--- src/rtl/link_event_defs.vh ---
`ifndef LINK_EVENT_DEFS_VH
`define LINK_EVENT_DEFS_VH

// register byte offsets on the host register port
`define OFS_UNIQUE_ID_UPPER     8'h24
`define OFS_UNIQUE_ID_LOWER     8'h28
`define OFS_EVENT_FLAGS_SET     8'h80
`define OFS_EVENT_FLAGS_CLEAR   8'h84
`define OFS_EVENT_ENABLES_SET   8'h88
`define OFS_EVENT_ENABLES_CLEAR 8'h8c
`define OFS_CONTEXT_RUN_SET     8'h90
`define OFS_CONTEXT_RUN_CLEAR   8'h94
`define OFS_BRIDGE_CONTROL      8'h98

// event bit positions, shared by the flag and enable registers
`define BIT_REQUEST_SEND_DONE        0
`define BIT_RESPONSE_SEND_DONE       1
`define BIT_REQUEST_BUFFER_FILLED    2
`define BIT_RESPONSE_BUFFER_FILLED   3
`define BIT_REQUEST_PACKET_ARRIVED   4
`define BIT_RESPONSE_PACKET_ARRIVED  5
`define BIT_TIMED_SEND_SUMMARY       6
`define BIT_TIMED_RECEIVE_SUMMARY    7
`define BIT_POSTED_STORE_FAULT       8
`define BIT_ATOMIC_REPLY_FAULT       9
`define BIT_NODE_CENSUS_DONE         16
`define BIT_LINK_REINIT_SEEN         17
`define BIT_PHY_EVENT                19
`define BIT_FRAME_TICK_SYNC          20
`define BIT_FRAME_COUNTER_WRAP       21
`define BIT_FRAME_START_MISSED       22
`define BIT_FRAME_TIME_MISMATCH      23
`define BIT_FATAL_FAULT              24
`define BIT_FRAME_OVERRUN            25
`define BIT_PHY_REG_REPLY_ARRIVED    26
`define BIT_GLOBAL_IRQ_GATE          31

// implemented bits; all others are reserved and read zero
`define EVENT_IMPL_MASK   32'h07fb_03ff
`define ENABLE_IMPL_MASK  32'h87fb_03ff

// reset values
`define EVENT_FLAGS_RESET   32'h0000_0000
`define EVENT_ENABLES_RESET 32'h0000_0000
`define CONTEXT_RUN_RESET   4'h0
`define UNIQUE_ID_RESET     32'h0000_0000

// unique identifier upper word fields
`define MAKER_CODE_MSB      31
`define MAKER_CODE_LSB      8
`define PART_CODE_UPPER_MSB 7
`define PART_CODE_UPPER_LSB 0

// descriptor interrupt select encodings
`define ISEL_NEVER    2'b00
`define ISEL_ON_FAIL  2'b01
`define ISEL_ALWAYS   2'b11

// context indexes
`define CTX_REQUEST_SEND     0
`define CTX_RESPONSE_SEND    1
`define CTX_REQUEST_RECEIVE  2
`define CTX_RESPONSE_RECEIVE 3
`define CTX_COUNT            4

`endif

--- src/rtl/dma_completion_qualify.v ---
`timescale 1ns/1ns
`include "link_event_defs.vh"

// decides, for one dma context, whether a finished descriptor raises its
// completion event and whether its status is written back to host memory
module dma_completion_qualify #(
    parameter IS_SEND = 1                // 1 for a send context, 0 for receive
) (
    input  wire       i_ref_clk,
    input  wire       i_reset,
    input  wire       i_run,             // context has been started by software
    input  wire       i_desc_done,       // final descriptor finished, one cycle
    input  wire       i_desc_abort,      // transfer aborted, one cycle
    input  wire [1:0] i_int_select,      // descriptor interrupt select field
    input  wire       i_ack_good,        // send got ack_complete or ack_pending
    input  wire       i_status_update,   // descriptor asks for status write-back
    output reg        o_event,           // completion event pulse
    output reg        o_writeback        // status write-back request pulse
);

////////////////////////////////////////////////////////////////////////////////
// qualification

wire finished;                           // any end of transfer while running
wire raise;                              // completion event condition

// an abort is treated like an unacknowledged send, so it can still interrupt
assign finished = i_run & (i_desc_done | i_desc_abort);

// send: always on 11b, or on 01b when the packet was not acknowledged
// receive: only 11b raises the buffer-filled event
assign raise = finished &
               ((i_int_select == `ISEL_ALWAYS) |
                ((IS_SEND != 0) && (i_int_select == `ISEL_ON_FAIL) &&
                 (!i_ack_good || i_desc_abort)));

// outputs are registered, one cycle after the completion strobe
always @(posedge i_ref_clk or posedge i_reset) begin
    if (i_reset) begin
        o_event     <= 1'b0;
        o_writeback <= 1'b0;
    end else begin
        o_event     <= raise;
        o_writeback <= finished & i_status_update;
    end
end

endmodule

--- src/rtl/link_event_interrupt_unit.v ---
`timescale 1ns/1ns
`include "link_event_defs.vh"

// What this block does
// - event flags latch until software clears them
// - enable bits gate flags onto interrupt line
// - clear register write drops selected flags
// - send completion on select 11b or unacked 01b
// - request and response sends have separate bits
// - packet arrival raises packet-arrived event
// - receive buffer done with 11b raises filled
// - contexts report descriptor completion, conditional status writeback
// - completion or abort may both interrupt
// - unit events such as node census done
// - timed per-context events summarised at 6, 7
// - flags and enables share one bit layout
// - global gate at enable bit 31 only
// - unique identifier two words, maker and part
// - bridge mode executes bus reads/writes on memory
// - contexts start only when software commands
// - unique identifier words accept first write only
module link_event_interrupt_unit #(
    parameter TIMED_CONTEXTS = 8         // isochronous contexts per direction
) (
    input  wire                      i_ref_clk,
    input  wire                      i_reset,
    // host register port
    input  wire [7:0]                i_reg_addr,
    input  wire                      i_reg_wr,
    input  wire                      i_reg_rd,
    input  wire [31:0]               i_reg_wdata,
    output reg  [31:0]               o_reg_rdata,
    output reg                       o_reg_rvalid,
    // dma context completion reporting, index by context
    input  wire [3:0]                i_desc_done,
    input  wire [3:0]                i_desc_abort,
    input  wire [7:0]                i_int_select,
    input  wire [1:0]                i_send_ack_good,
    input  wire [3:0]                i_status_update,
    output wire [3:0]                o_status_writeback,
    output wire [3:0]                o_context_run,
    // receive packet arrivals
    input  wire                      i_request_packet_arrived,
    input  wire                      i_response_packet_arrived,
    // timed contexts
    input  wire [TIMED_CONTEXTS-1:0] i_timed_send_events,
    input  wire [TIMED_CONTEXTS-1:0] i_timed_receive_events,
    // other unit events, one-cycle pulses
    input  wire                      i_posted_store_fault,
    input  wire                      i_atomic_reply_fault,
    input  wire                      i_node_census_done,
    input  wire                      i_link_reinit_seen,
    input  wire                      i_phy_event,
    input  wire                      i_frame_tick_sync,
    input  wire                      i_frame_counter_wrap,
    input  wire                      i_frame_start_missed,
    input  wire                      i_frame_time_mismatch,
    input  wire                      i_fatal_fault,
    input  wire                      i_frame_overrun,
    input  wire                      i_phy_reg_reply_arrived,
    // bridge mode
    input  wire                      i_bridge_req,
    input  wire                      i_bridge_req_write,
    output wire                      o_bridge_enable,
    output reg                       o_bridge_mem_rd,
    output reg                       o_bridge_mem_wr,
    output reg                       o_bridge_reject,
    // identifier and interrupt
    output wire [31:0]               o_unique_id_upper,
    output wire [31:0]               o_unique_id_lower,
    output reg                       o_irq
);

////////////////////////////////////////////////////////////////////////////////
// state

reg  [31:0] event_flags;                 // latched interrupt events
reg  [31:0] event_enables;               // per-event enables plus global gate
reg  [3:0]  context_run;                 // software started contexts
reg         bridge_enable;               // bridge mode switched on
reg  [31:0] unique_id_upper;             // maker code and upper part code
reg  [31:0] unique_id_lower;             // lower part code
reg         upper_locked;                // upper word already written
reg         lower_locked;                // lower word already written

wire [3:0]  ctx_event;                   // qualified completion per context
wire [31:0] hw_events;                   // this cycle's hardware events
wire [31:0] gated;                       // flags passing their enables

// register port decode
wire wr_flags_set     = i_reg_wr & (i_reg_addr == `OFS_EVENT_FLAGS_SET);
wire wr_flags_clear   = i_reg_wr & (i_reg_addr == `OFS_EVENT_FLAGS_CLEAR);
wire wr_enables_set   = i_reg_wr & (i_reg_addr == `OFS_EVENT_ENABLES_SET);
wire wr_enables_clear = i_reg_wr & (i_reg_addr == `OFS_EVENT_ENABLES_CLEAR);
wire wr_run_set       = i_reg_wr & (i_reg_addr == `OFS_CONTEXT_RUN_SET);
wire wr_run_clear     = i_reg_wr & (i_reg_addr == `OFS_CONTEXT_RUN_CLEAR);
wire wr_bridge        = i_reg_wr & (i_reg_addr == `OFS_BRIDGE_CONTROL);
wire wr_id_upper      = i_reg_wr & (i_reg_addr == `OFS_UNIQUE_ID_UPPER);
wire wr_id_lower      = i_reg_wr & (i_reg_addr == `OFS_UNIQUE_ID_LOWER);

////////////////////////////////////////////////////////////////////////////////
// per-context completion qualification

genvar c;
generate
    for (c = 0; c < `CTX_COUNT; c = c + 1) begin : g_ctx
        // the two send contexts use the ack check, receive ones do not
        dma_completion_qualify #(
            .IS_SEND ((c < 2) ? 1 : 0)
        ) u_qualify (
            .i_ref_clk       (i_ref_clk),
            .i_reset         (i_reset),
            .i_run           (context_run[c]),
            .i_desc_done     (i_desc_done[c]),
            .i_desc_abort    (i_desc_abort[c]),
            .i_int_select    (i_int_select[2*c+1:2*c]),
            .i_ack_good      ((c < 2) ? i_send_ack_good[c & 1] : 1'b1),
            .i_status_update (i_status_update[c]),
            .o_event         (ctx_event[c]),
            .o_writeback     (o_status_writeback[c])
        );
    end
endgenerate

////////////////////////////////////////////////////////////////////////////////
// event vector in the shared layout

// every unassigned position stays zero, so reserved bits never latch
assign hw_events = {
    5'h00,                                                  // 31..27
    i_phy_reg_reply_arrived,                                // 26
    i_frame_overrun,                                        // 25
    i_fatal_fault,                                          // 24
    i_frame_time_mismatch,                                  // 23
    i_frame_start_missed,                                   // 22
    i_frame_counter_wrap,                                   // 21
    i_frame_tick_sync,                                      // 20
    i_phy_event,                                            // 19
    1'b0,                                                   // 18
    i_link_reinit_seen,                                     // 17
    i_node_census_done,                                     // 16
    6'h00,                                                  // 15..10
    i_atomic_reply_fault,                                   // 9
    i_posted_store_fault,                                   // 8
    |i_timed_receive_events,                                // 7
    |i_timed_send_events,                                   // 6
    i_response_packet_arrived,                              // 5
    i_request_packet_arrived,                               // 4
    ctx_event[`CTX_RESPONSE_RECEIVE],                       // 3
    ctx_event[`CTX_REQUEST_RECEIVE],                        // 2
    ctx_event[`CTX_RESPONSE_SEND],                          // 1
    ctx_event[`CTX_REQUEST_SEND]                            // 0
};

////////////////////////////////////////////////////////////////////////////////
// event flags

// set beats clear: an event in the clearing cycle is kept, so software
// never misses it even when it races its own acknowledge
always @(posedge i_ref_clk or posedge i_reset) begin
    if (i_reset) begin
        event_flags <= `EVENT_FLAGS_RESET;
    end else begin
        event_flags <= ((event_flags
                        & ~(wr_flags_clear ? i_reg_wdata : 32'h0000_0000))
                        | (wr_flags_set ? i_reg_wdata : 32'h0000_0000)
                        | hw_events)
                       & `EVENT_IMPL_MASK;
    end
end

////////////////////////////////////////////////////////////////////////////////
// event enables

// global gate lives only here, at bit 31
always @(posedge i_ref_clk or posedge i_reset) begin
    if (i_reset) begin
        event_enables <= `EVENT_ENABLES_RESET;
    end else if (wr_enables_set) begin
        event_enables <= (event_enables | i_reg_wdata) & `ENABLE_IMPL_MASK;
    end else if (wr_enables_clear) begin
        event_enables <= event_enables & ~i_reg_wdata;
    end
end

////////////////////////////////////////////////////////////////////////////////
// interrupt line

assign gated = event_flags & event_enables;

// registered so the line is glitch free; it follows the flags by one cycle
always @(posedge i_ref_clk or posedge i_reset) begin
    if (i_reset) begin
        o_irq <= 1'b0;
    end else begin
        o_irq <= event_enables[`BIT_GLOBAL_IRQ_GATE] & (|gated);
    end
end

////////////////////////////////////////////////////////////////////////////////
// context run control

// a context only reports completions after software has started it
always @(posedge i_ref_clk or posedge i_reset) begin
    if (i_reset) begin
        context_run <= `CONTEXT_RUN_RESET;
    end else if (wr_run_set) begin
        context_run <= context_run | i_reg_wdata[3:0];
    end else if (wr_run_clear) begin
        context_run <= context_run & ~i_reg_wdata[3:0];
    end
end

assign o_context_run = context_run;

////////////////////////////////////////////////////////////////////////////////
// bridge mode

always @(posedge i_ref_clk or posedge i_reset) begin
    if (i_reset) begin
        bridge_enable <= 1'b0;
    end else if (wr_bridge) begin
        bridge_enable <= i_reg_wdata[0];
    end
end

assign o_bridge_enable = bridge_enable;

// incoming bus transactions turn into host memory accesses while enabled;
// otherwise they are rejected so the link can answer with an error
always @(posedge i_ref_clk or posedge i_reset) begin
    if (i_reset) begin
        o_bridge_mem_rd <= 1'b0;
        o_bridge_mem_wr <= 1'b0;
        o_bridge_reject <= 1'b0;
    end else begin
        o_bridge_mem_rd <= i_bridge_req & bridge_enable & ~i_bridge_req_write;
        o_bridge_mem_wr <= i_bridge_req & bridge_enable & i_bridge_req_write;
        o_bridge_reject <= i_bridge_req & ~bridge_enable;
    end
end

////////////////////////////////////////////////////////////////////////////////
// unique identifier, write once per word

// later writes are silently dropped; only reset reopens the words
always @(posedge i_ref_clk or posedge i_reset) begin
    if (i_reset) begin
        unique_id_upper <= `UNIQUE_ID_RESET;
        unique_id_lower <= `UNIQUE_ID_RESET;
        upper_locked    <= 1'b0;
        lower_locked    <= 1'b0;
    end else begin
        if (wr_id_upper && !upper_locked) begin
            unique_id_upper <= i_reg_wdata;
            upper_locked    <= 1'b1;
        end
        if (wr_id_lower && !lower_locked) begin
            unique_id_lower <= i_reg_wdata;
            lower_locked    <= 1'b1;
        end
    end
end

assign o_unique_id_upper = unique_id_upper;
assign o_unique_id_lower = unique_id_lower;

////////////////////////////////////////////////////////////////////////////////
// register read

reg [31:0] next_rdata;                   // decoded read value

// both the set and clear offsets read back the same register
always @* begin
    next_rdata = 32'h0000_0000;
    case (i_reg_addr)
        `OFS_EVENT_FLAGS_SET,
        `OFS_EVENT_FLAGS_CLEAR: begin
            next_rdata = event_flags;
        end
        `OFS_EVENT_ENABLES_SET,
        `OFS_EVENT_ENABLES_CLEAR: begin
            next_rdata = event_enables;
        end
        `OFS_CONTEXT_RUN_SET,
        `OFS_CONTEXT_RUN_CLEAR: begin
            next_rdata = {28'h0000000, context_run};
        end
        `OFS_BRIDGE_CONTROL: begin
            next_rdata = {31'h00000000, bridge_enable};
        end
        `OFS_UNIQUE_ID_UPPER: begin
            next_rdata = unique_id_upper;
        end
        `OFS_UNIQUE_ID_LOWER: begin
            next_rdata = unique_id_lower;
        end
        default: begin
            next_rdata = 32'h0000_0000; // unmapped reads zero
        end
    endcase
end

// read data is held until the next read
always @(posedge i_ref_clk or posedge i_reset) begin
    if (i_reset) begin
        o_reg_rdata  <= 32'h0000_0000;
        o_reg_rvalid <= 1'b0;
    end else begin
        o_reg_rvalid <= i_reg_rd;
        if (i_reg_rd) begin
            o_reg_rdata <= next_rdata;
        end
    end
end

endmodule

--- config.mk ---
export PLATFORM = sky130hd
export DESIGN_NAME = link_event_interrupt_unit
export DESIGN_NICKNAME = d
export VERILOG_FILES = /design/src/rtl/dma_completion_qualify.v /design/src/rtl/link_event_interrupt_unit.v
export VERILOG_INCLUDE_DIRS = /design/src /design/src/rtl
export SDC_FILE = /design/constraint.sdc
export NUM_CORES = 1
export LEC_CHECK = 0
export ABC_AREA = 1
export CORE_ASPECT_RATIO = 1.2
export CORE_MARGIN = 2
export CORE_UTILIZATION = 45
export DETAILED_ROUTE_END_ITERATION = 8
export DONT_BUFFER_PORTS = 1
export GPL_ROUTABILITY_DRIVEN = 0
export HOLD_SLACK_MARGIN = 0.02
export SYNTH_ARGS = -nofsm -noshare
export SYNTH_HDL_FRONTEND = slang
export SYNTH_SLANG_ARGS = --single-unit
--- constraint.sdc ---
create_clock -name i_ref_clk -period 9 [get_ports i_ref_clk]
set_clock_uncertainty 0.05 [all_clocks]
set_input_delay 1.8 -clock i_ref_clk [delete_from_list [all_inputs] [get_ports i_ref_clk]]
set_output_delay 1.8 -clock i_ref_clk [all_outputs]
set_load 0.05 [all_outputs]
Yosys cells after proc, flatten, opt, wreduce, memory -nomap -nowiden
Cells that the tools add are included.
- register bits: 168
- output and inout bits: 110
- logic and storage cells: 107
- equality and inequality tests: 15
- multiplexer cells: 7
- bitwise logic cells: 45
- reductions and logical operators: 18
- operators by type and width (operator ; count):
    $pmux 32 s6 ; 1
    $mux 32 ; 2
    $eq 8x8->1 const B ; 7
    $mux 27 ; 2
    $or 27x27->27 ; 2
    $and 27x32->32 ; 1
    $and 32x32->32 ; 1
    $not 32->32 ; 1
    $or 32x32->32 ; 1
    $reduce_or 32->1 ; 1
    $and 27x27->27 ; 1
    $not 27->27 ; 1
    $and 1x1->1 ; 26
    $eq 8x6->1 const B ; 2
    $reduce_or 8->1 ; 2
    $eq 2x2->1 const B ; 4
    $mux 4 ; 2
    $or 1x1->1 ; 6
    $reduce_or 2->1 ; 3
    $and 4x4->4 ; 1
    $eq 2x1->1 const B ; 2
    $logic_and 1x1->1 ; 4
    $logic_not 1->1 ; 4
    $not 4->4 ; 1
    other kinds (4) ; 7

Logic depth before layout (Yosys ltp)
- word-level depth: 7
- mapped depth: 11
- depth with buffers taken out: 9

Cells and area by module
A second synthesis with hierarchy kept.
- cells, all modules: 899
- area total of the unflattened synthesis: 7604.8 µm²
- modules (own cells, without submodules) (module ; times used ; cells each ; area an instance (µm²)):
    link_event_interrupt_unit ; 1 ; 861 ; 7257.0
    dma_completion_qualify at g_ctx[0].u_qualify ... ; 2 ; 11 ; 96.3
    dma_completion_qualify at g_ctx[2].u_qualify ... ; 2 ; 8 ; 77.6

Worst setup path before layout
Ideal clock, no wire load.
- path kind: in2reg
- start: input port i_reg_addr[2]
- end: register unique_id_lower[0], in the netlist o_unique_id_lower[0]
- library setup time: 130 ps
- arrival: 2774 ps
- required time: 8820 ps
- setup slack: 6045 ps
- cell stages on the path: 10
- cells stage by stage: buf_6 clkinv_2 nand2_2 nor2_4 and2_1 nand3_2 buf_6 buf_6 nand2_1 o21ai_1
- word-level cells in the longest chain between the ends: 3
- RTL lines (what ; line ; text):
    start: declaration ; link_event_interrupt_unit.v:28 ; input wire [7:0] i_reg_addr,
    $eq 8x6->1 ; n/a ;
    $and 1x1->1 ; link_event_interrupt_unit.v:99 ; wire wr_id_lower = i_reg_wr & (i_reg_addr == `OFS_UNIQUE_ID_LOWER);
    $logic_and 1x1->1 ; link_event_interrupt_unit.v:258 ; if (wr_id_lower && !lower_locked) begin
    end signal: assignment ; link_event_interrupt_unit.v:250 ; unique_id_lower <= `UNIQUE_ID_RESET;
    end signal: assignment ; link_event_interrupt_unit.v:259 ; unique_id_lower <= i_reg_wdata;
    end: declaration ; link_event_interrupt_unit.v:82 ; reg [31:0] unique_id_lower;
Every way passes these cells.
A chain may end at the register's enable or synchronous reset.

Worst setup path in the final report
- start: input port i_reg_addr[0]
- end: register unique_id_lower[23], in the netlist o_unique_id_lower[23]
The elaborated chain is that of the path after synthesis.

==> flow_summary.json <==
{
  "outcome": "finished clean",
  "overflow": 0,
  "cts_tree": "built",
  "clk_latency_ns": 0.43,
  "cp-end-kind": "register",
  "fmax_ghz": 0.231,
  "dp_hpwl_um": 14300,
  "powerDensity_mw_per_mm2": 200,
  "yosys_warnings": 0,
  "synthFlopType": "dfrtp_1",
  "p_sw_frac": 0.240,
  "ys_types": 29,
  "antenna_left": 0,
  "ys_top_cells_by_area": "dfrtp_1 55%, nand2_1 14%, nand3_1 5.7%",
  "path_common_cell": "nand2_1",
  "mostFrequentLayoutCell": "nand2_1",
  "grt_pass1_vias": 5815,
  "critical_path.cell_chain": "inv_1, nand2_1, nor2_4, and2_1, nand3_4, nand2_1, o21ai_2",
  "crit_path_max_fanout": 65,
  "critPathLaunchType": "input port",
  "cts_sinks": 168,
  "drv_slew": 0,
  "grtUsageTotal": 0.239,
  "sequentialPowerShare": 0.485,
  "holdPathEnd": "event_flags[3]",
  "grt_pass1_wl_um": 33200,
  "ys_ff_latch": 168,
  "synth_edf_count": 0,
  "r2r_cells": 5,
  "relSlewSlack": 0.281,
  "synthToLayoutAreaGrowth_pct": 7.78,
  "worstHoldPathCells": 2,
  "wire_per_inst_um": 19.1,
  "fin_crit_sh": 0.482,
  "p_sw_mw": 0.397,
  "crit_type": "input port to register",
  "fin_area_mm2": 0.00825,
  "cts_hold_buf": 0,
  "fillers": 1653,
  "synth_cells": 897,
  "synth_top_area_share": 0.549,
  "num_antenna_cells": 0,
  "place_area_mm2": 0.00762,
  "multi_input_area_mm2": 0.00283,
  "clkPwrFrac": 0.474,
  "ys_seq_area_frac": 0.549,
  "root_buffer": "clkbuf_16",
  "rows": 52,
  "synth_nets": 995,
  "htreeDepth": 4,
  "path_buf_inv": 1,
  "hold_start": "g_ctx[3].u_qualify.o_event",
  "irDropWorstVdd_mv": 0.110,
  "ioPinCount": 208,
  "nets": 964,
  "crit_required_ns": 9.23,
  "final_cell_mix": "278 x nand2_1, 168 x dfrtp_1, 87 x nand3_1",
  "vias": 5964,
  "drt_wl_total_um": 20900,
  "cts_resized": 0,
  "synth_top_area_cell": "dfrtp_1",
  "async_flop_share": 1.00,
  "seq_area_mm2": 0.00420,
  "vias_per_cell": 5.45,
  "r2r_slack_ns": 7.23,
  "io_buffers": 0,
  "combPwrFrac": 0.042,
  "grt_max_degree": 109,
  "setup_viol": 0,
  "rsz0062_at_grt": "false",
  "antenna_found_initial": 0,
  "finalCriticalPeriod_ns": 4.34,
  "leakage_nw": 4.02,
  "fin_setup_tns_ns": 0,
  "die_h_um": 147,
  "die_w_um": 123,
  "cp_top_family": "simple AND/OR/NAND/NOR gates",
  "r2r-end": "o_unique_id_upper[25]",
  "cts_made_buffers": 17,
  "drc": 0,
  "initial_core_util": 0.456,
  "avgSynthCellArea_um2": 8.53,
  "dieArea_mm2": 0.0181,
  "p_int_mw": 1.25,
  "drive_gt1_frac": 0.0876,
  "max-cap-violations": 0,
  "design.core.area_mm2": 0.0168,
  "reg2reg_from": "upper_locked",
  "crit_slowest_cell": "nand3_4",
  "cts_buffer_depth": 2,
  "worst_ep_arrival_time_ns": 4.57,
  "post_cts_buffers": 0,
  "first_pass_iters": 5,
  "holdCritPathClass": "register to register",
  "final_hold_viol_count": 0,
  "tightestPinTransition_ns": 1.08,
  "drt_iter0_markers": 516,
  "max_stage_delay_ns": 0.93,
  "syn_area_mm2": 0.00765,
  "clkTransAtPathRegs_ns": 0.07
}
[through the flow]
| stage | setup WS [ns] | total power [mW] | std cells | utilization | hold slack [ns] |
|---|---|---|---|---|---|
| final | 4.66 | 1.65 | 1095 | 0.491 | 0.382 |
| after detailed placement | 4.18 | 0.884 | 1063 | 0.454 | 0.367 |
| after CTS | 4.62 | 1.67 | 1095 | 0.491 | 0.384 |
| after global routing | 4.38 | 1.71 | 1095 | 0.491 | 0.406 |
| after floorplan | 2.60 | 0.867 | 897 | - | 0.357 |
| after global placement | 4.22 | 0.883 | 1063 | 0.454 | 0.362 |
[logic make-up after synthesis]
group | count (synthesis) | synth area share
buffers and inverters | 126 | 0.0822
AO/OA/AOI/OAI | 169 | 0.126
flip-flops | 168 | 0.549
AND/OR/NAND/NOR | 434 | 0.243
[area by class of cell]
type	count	area share
clock buffer	18	0.0520
clock inverter	14	0.0238
inverter	68	0.0317
multi-input combinational	603	0.343
sequential	168	0.510
tap	216	0.0328
timing repair buffer	8	0.00728
[how the worst max path moves through the flow]
stage,slack (ns),endpoint,start,cells after the start
floorplan,2.60,asynchronous set/reset pin,i_reset,1
global placement,4.22,o_unique_id_lower[14],i_reg_addr[0],7
detailed placement,4.18,o_unique_id_lower[23],i_reg_addr[1],7
CTS,4.62,o_unique_id_lower[23],i_reg_addr[1],7
global route,4.38,o_unique_id_lower[20],i_reg_addr[1],7
finish,4.66,o_unique_id_lower[23],i_reg_addr[0],7
[cell usage after synthesis, types with 13 or more instances]
cell type and number:
nand2_1 278, dfrtp_1 168, nand3_1 87, o21ai_0 67, inv_1 64, o21ai_1 43
nor2_1 31, a21oi_1 24, o21ai_2 23, nand4_1 20, clkbuf_1 16, buf_4 15
buf_2 13
[power groups by stage]
stage	Sequential, mW	Combinational [mW]	Clock, mW
3_5_place_dp	0.814	0.0699	0
6_report	0.800	0.0685	0.782
2_1_floorplan	0.802	0.0650	0
3_3_place_gp	0.814	0.0693	0
5_1_grt	0.802	0.0795	0.827
4_1_cts	0.800	0.0703	0.796
[metal layers]
layer	wire length, µm	global-route usage	vias up
met5	0	0	-
met4	497	0.0841	0
met3	1620	0.0648	28
met2	9540	0.361	234
met1	9220	0.331	2824
li1	-	-	2878
[worst reg2reg max path, stage by stage (launching register included)]
cell and delay [ns]:
dfrtp_1 0.36, inv_1 0.08, nand3_2 0.49, buf_4 0.49, nand2_1 0.11, o21ai_1 0.07
No activity file was read; power rests on OpenSTA's default activity.
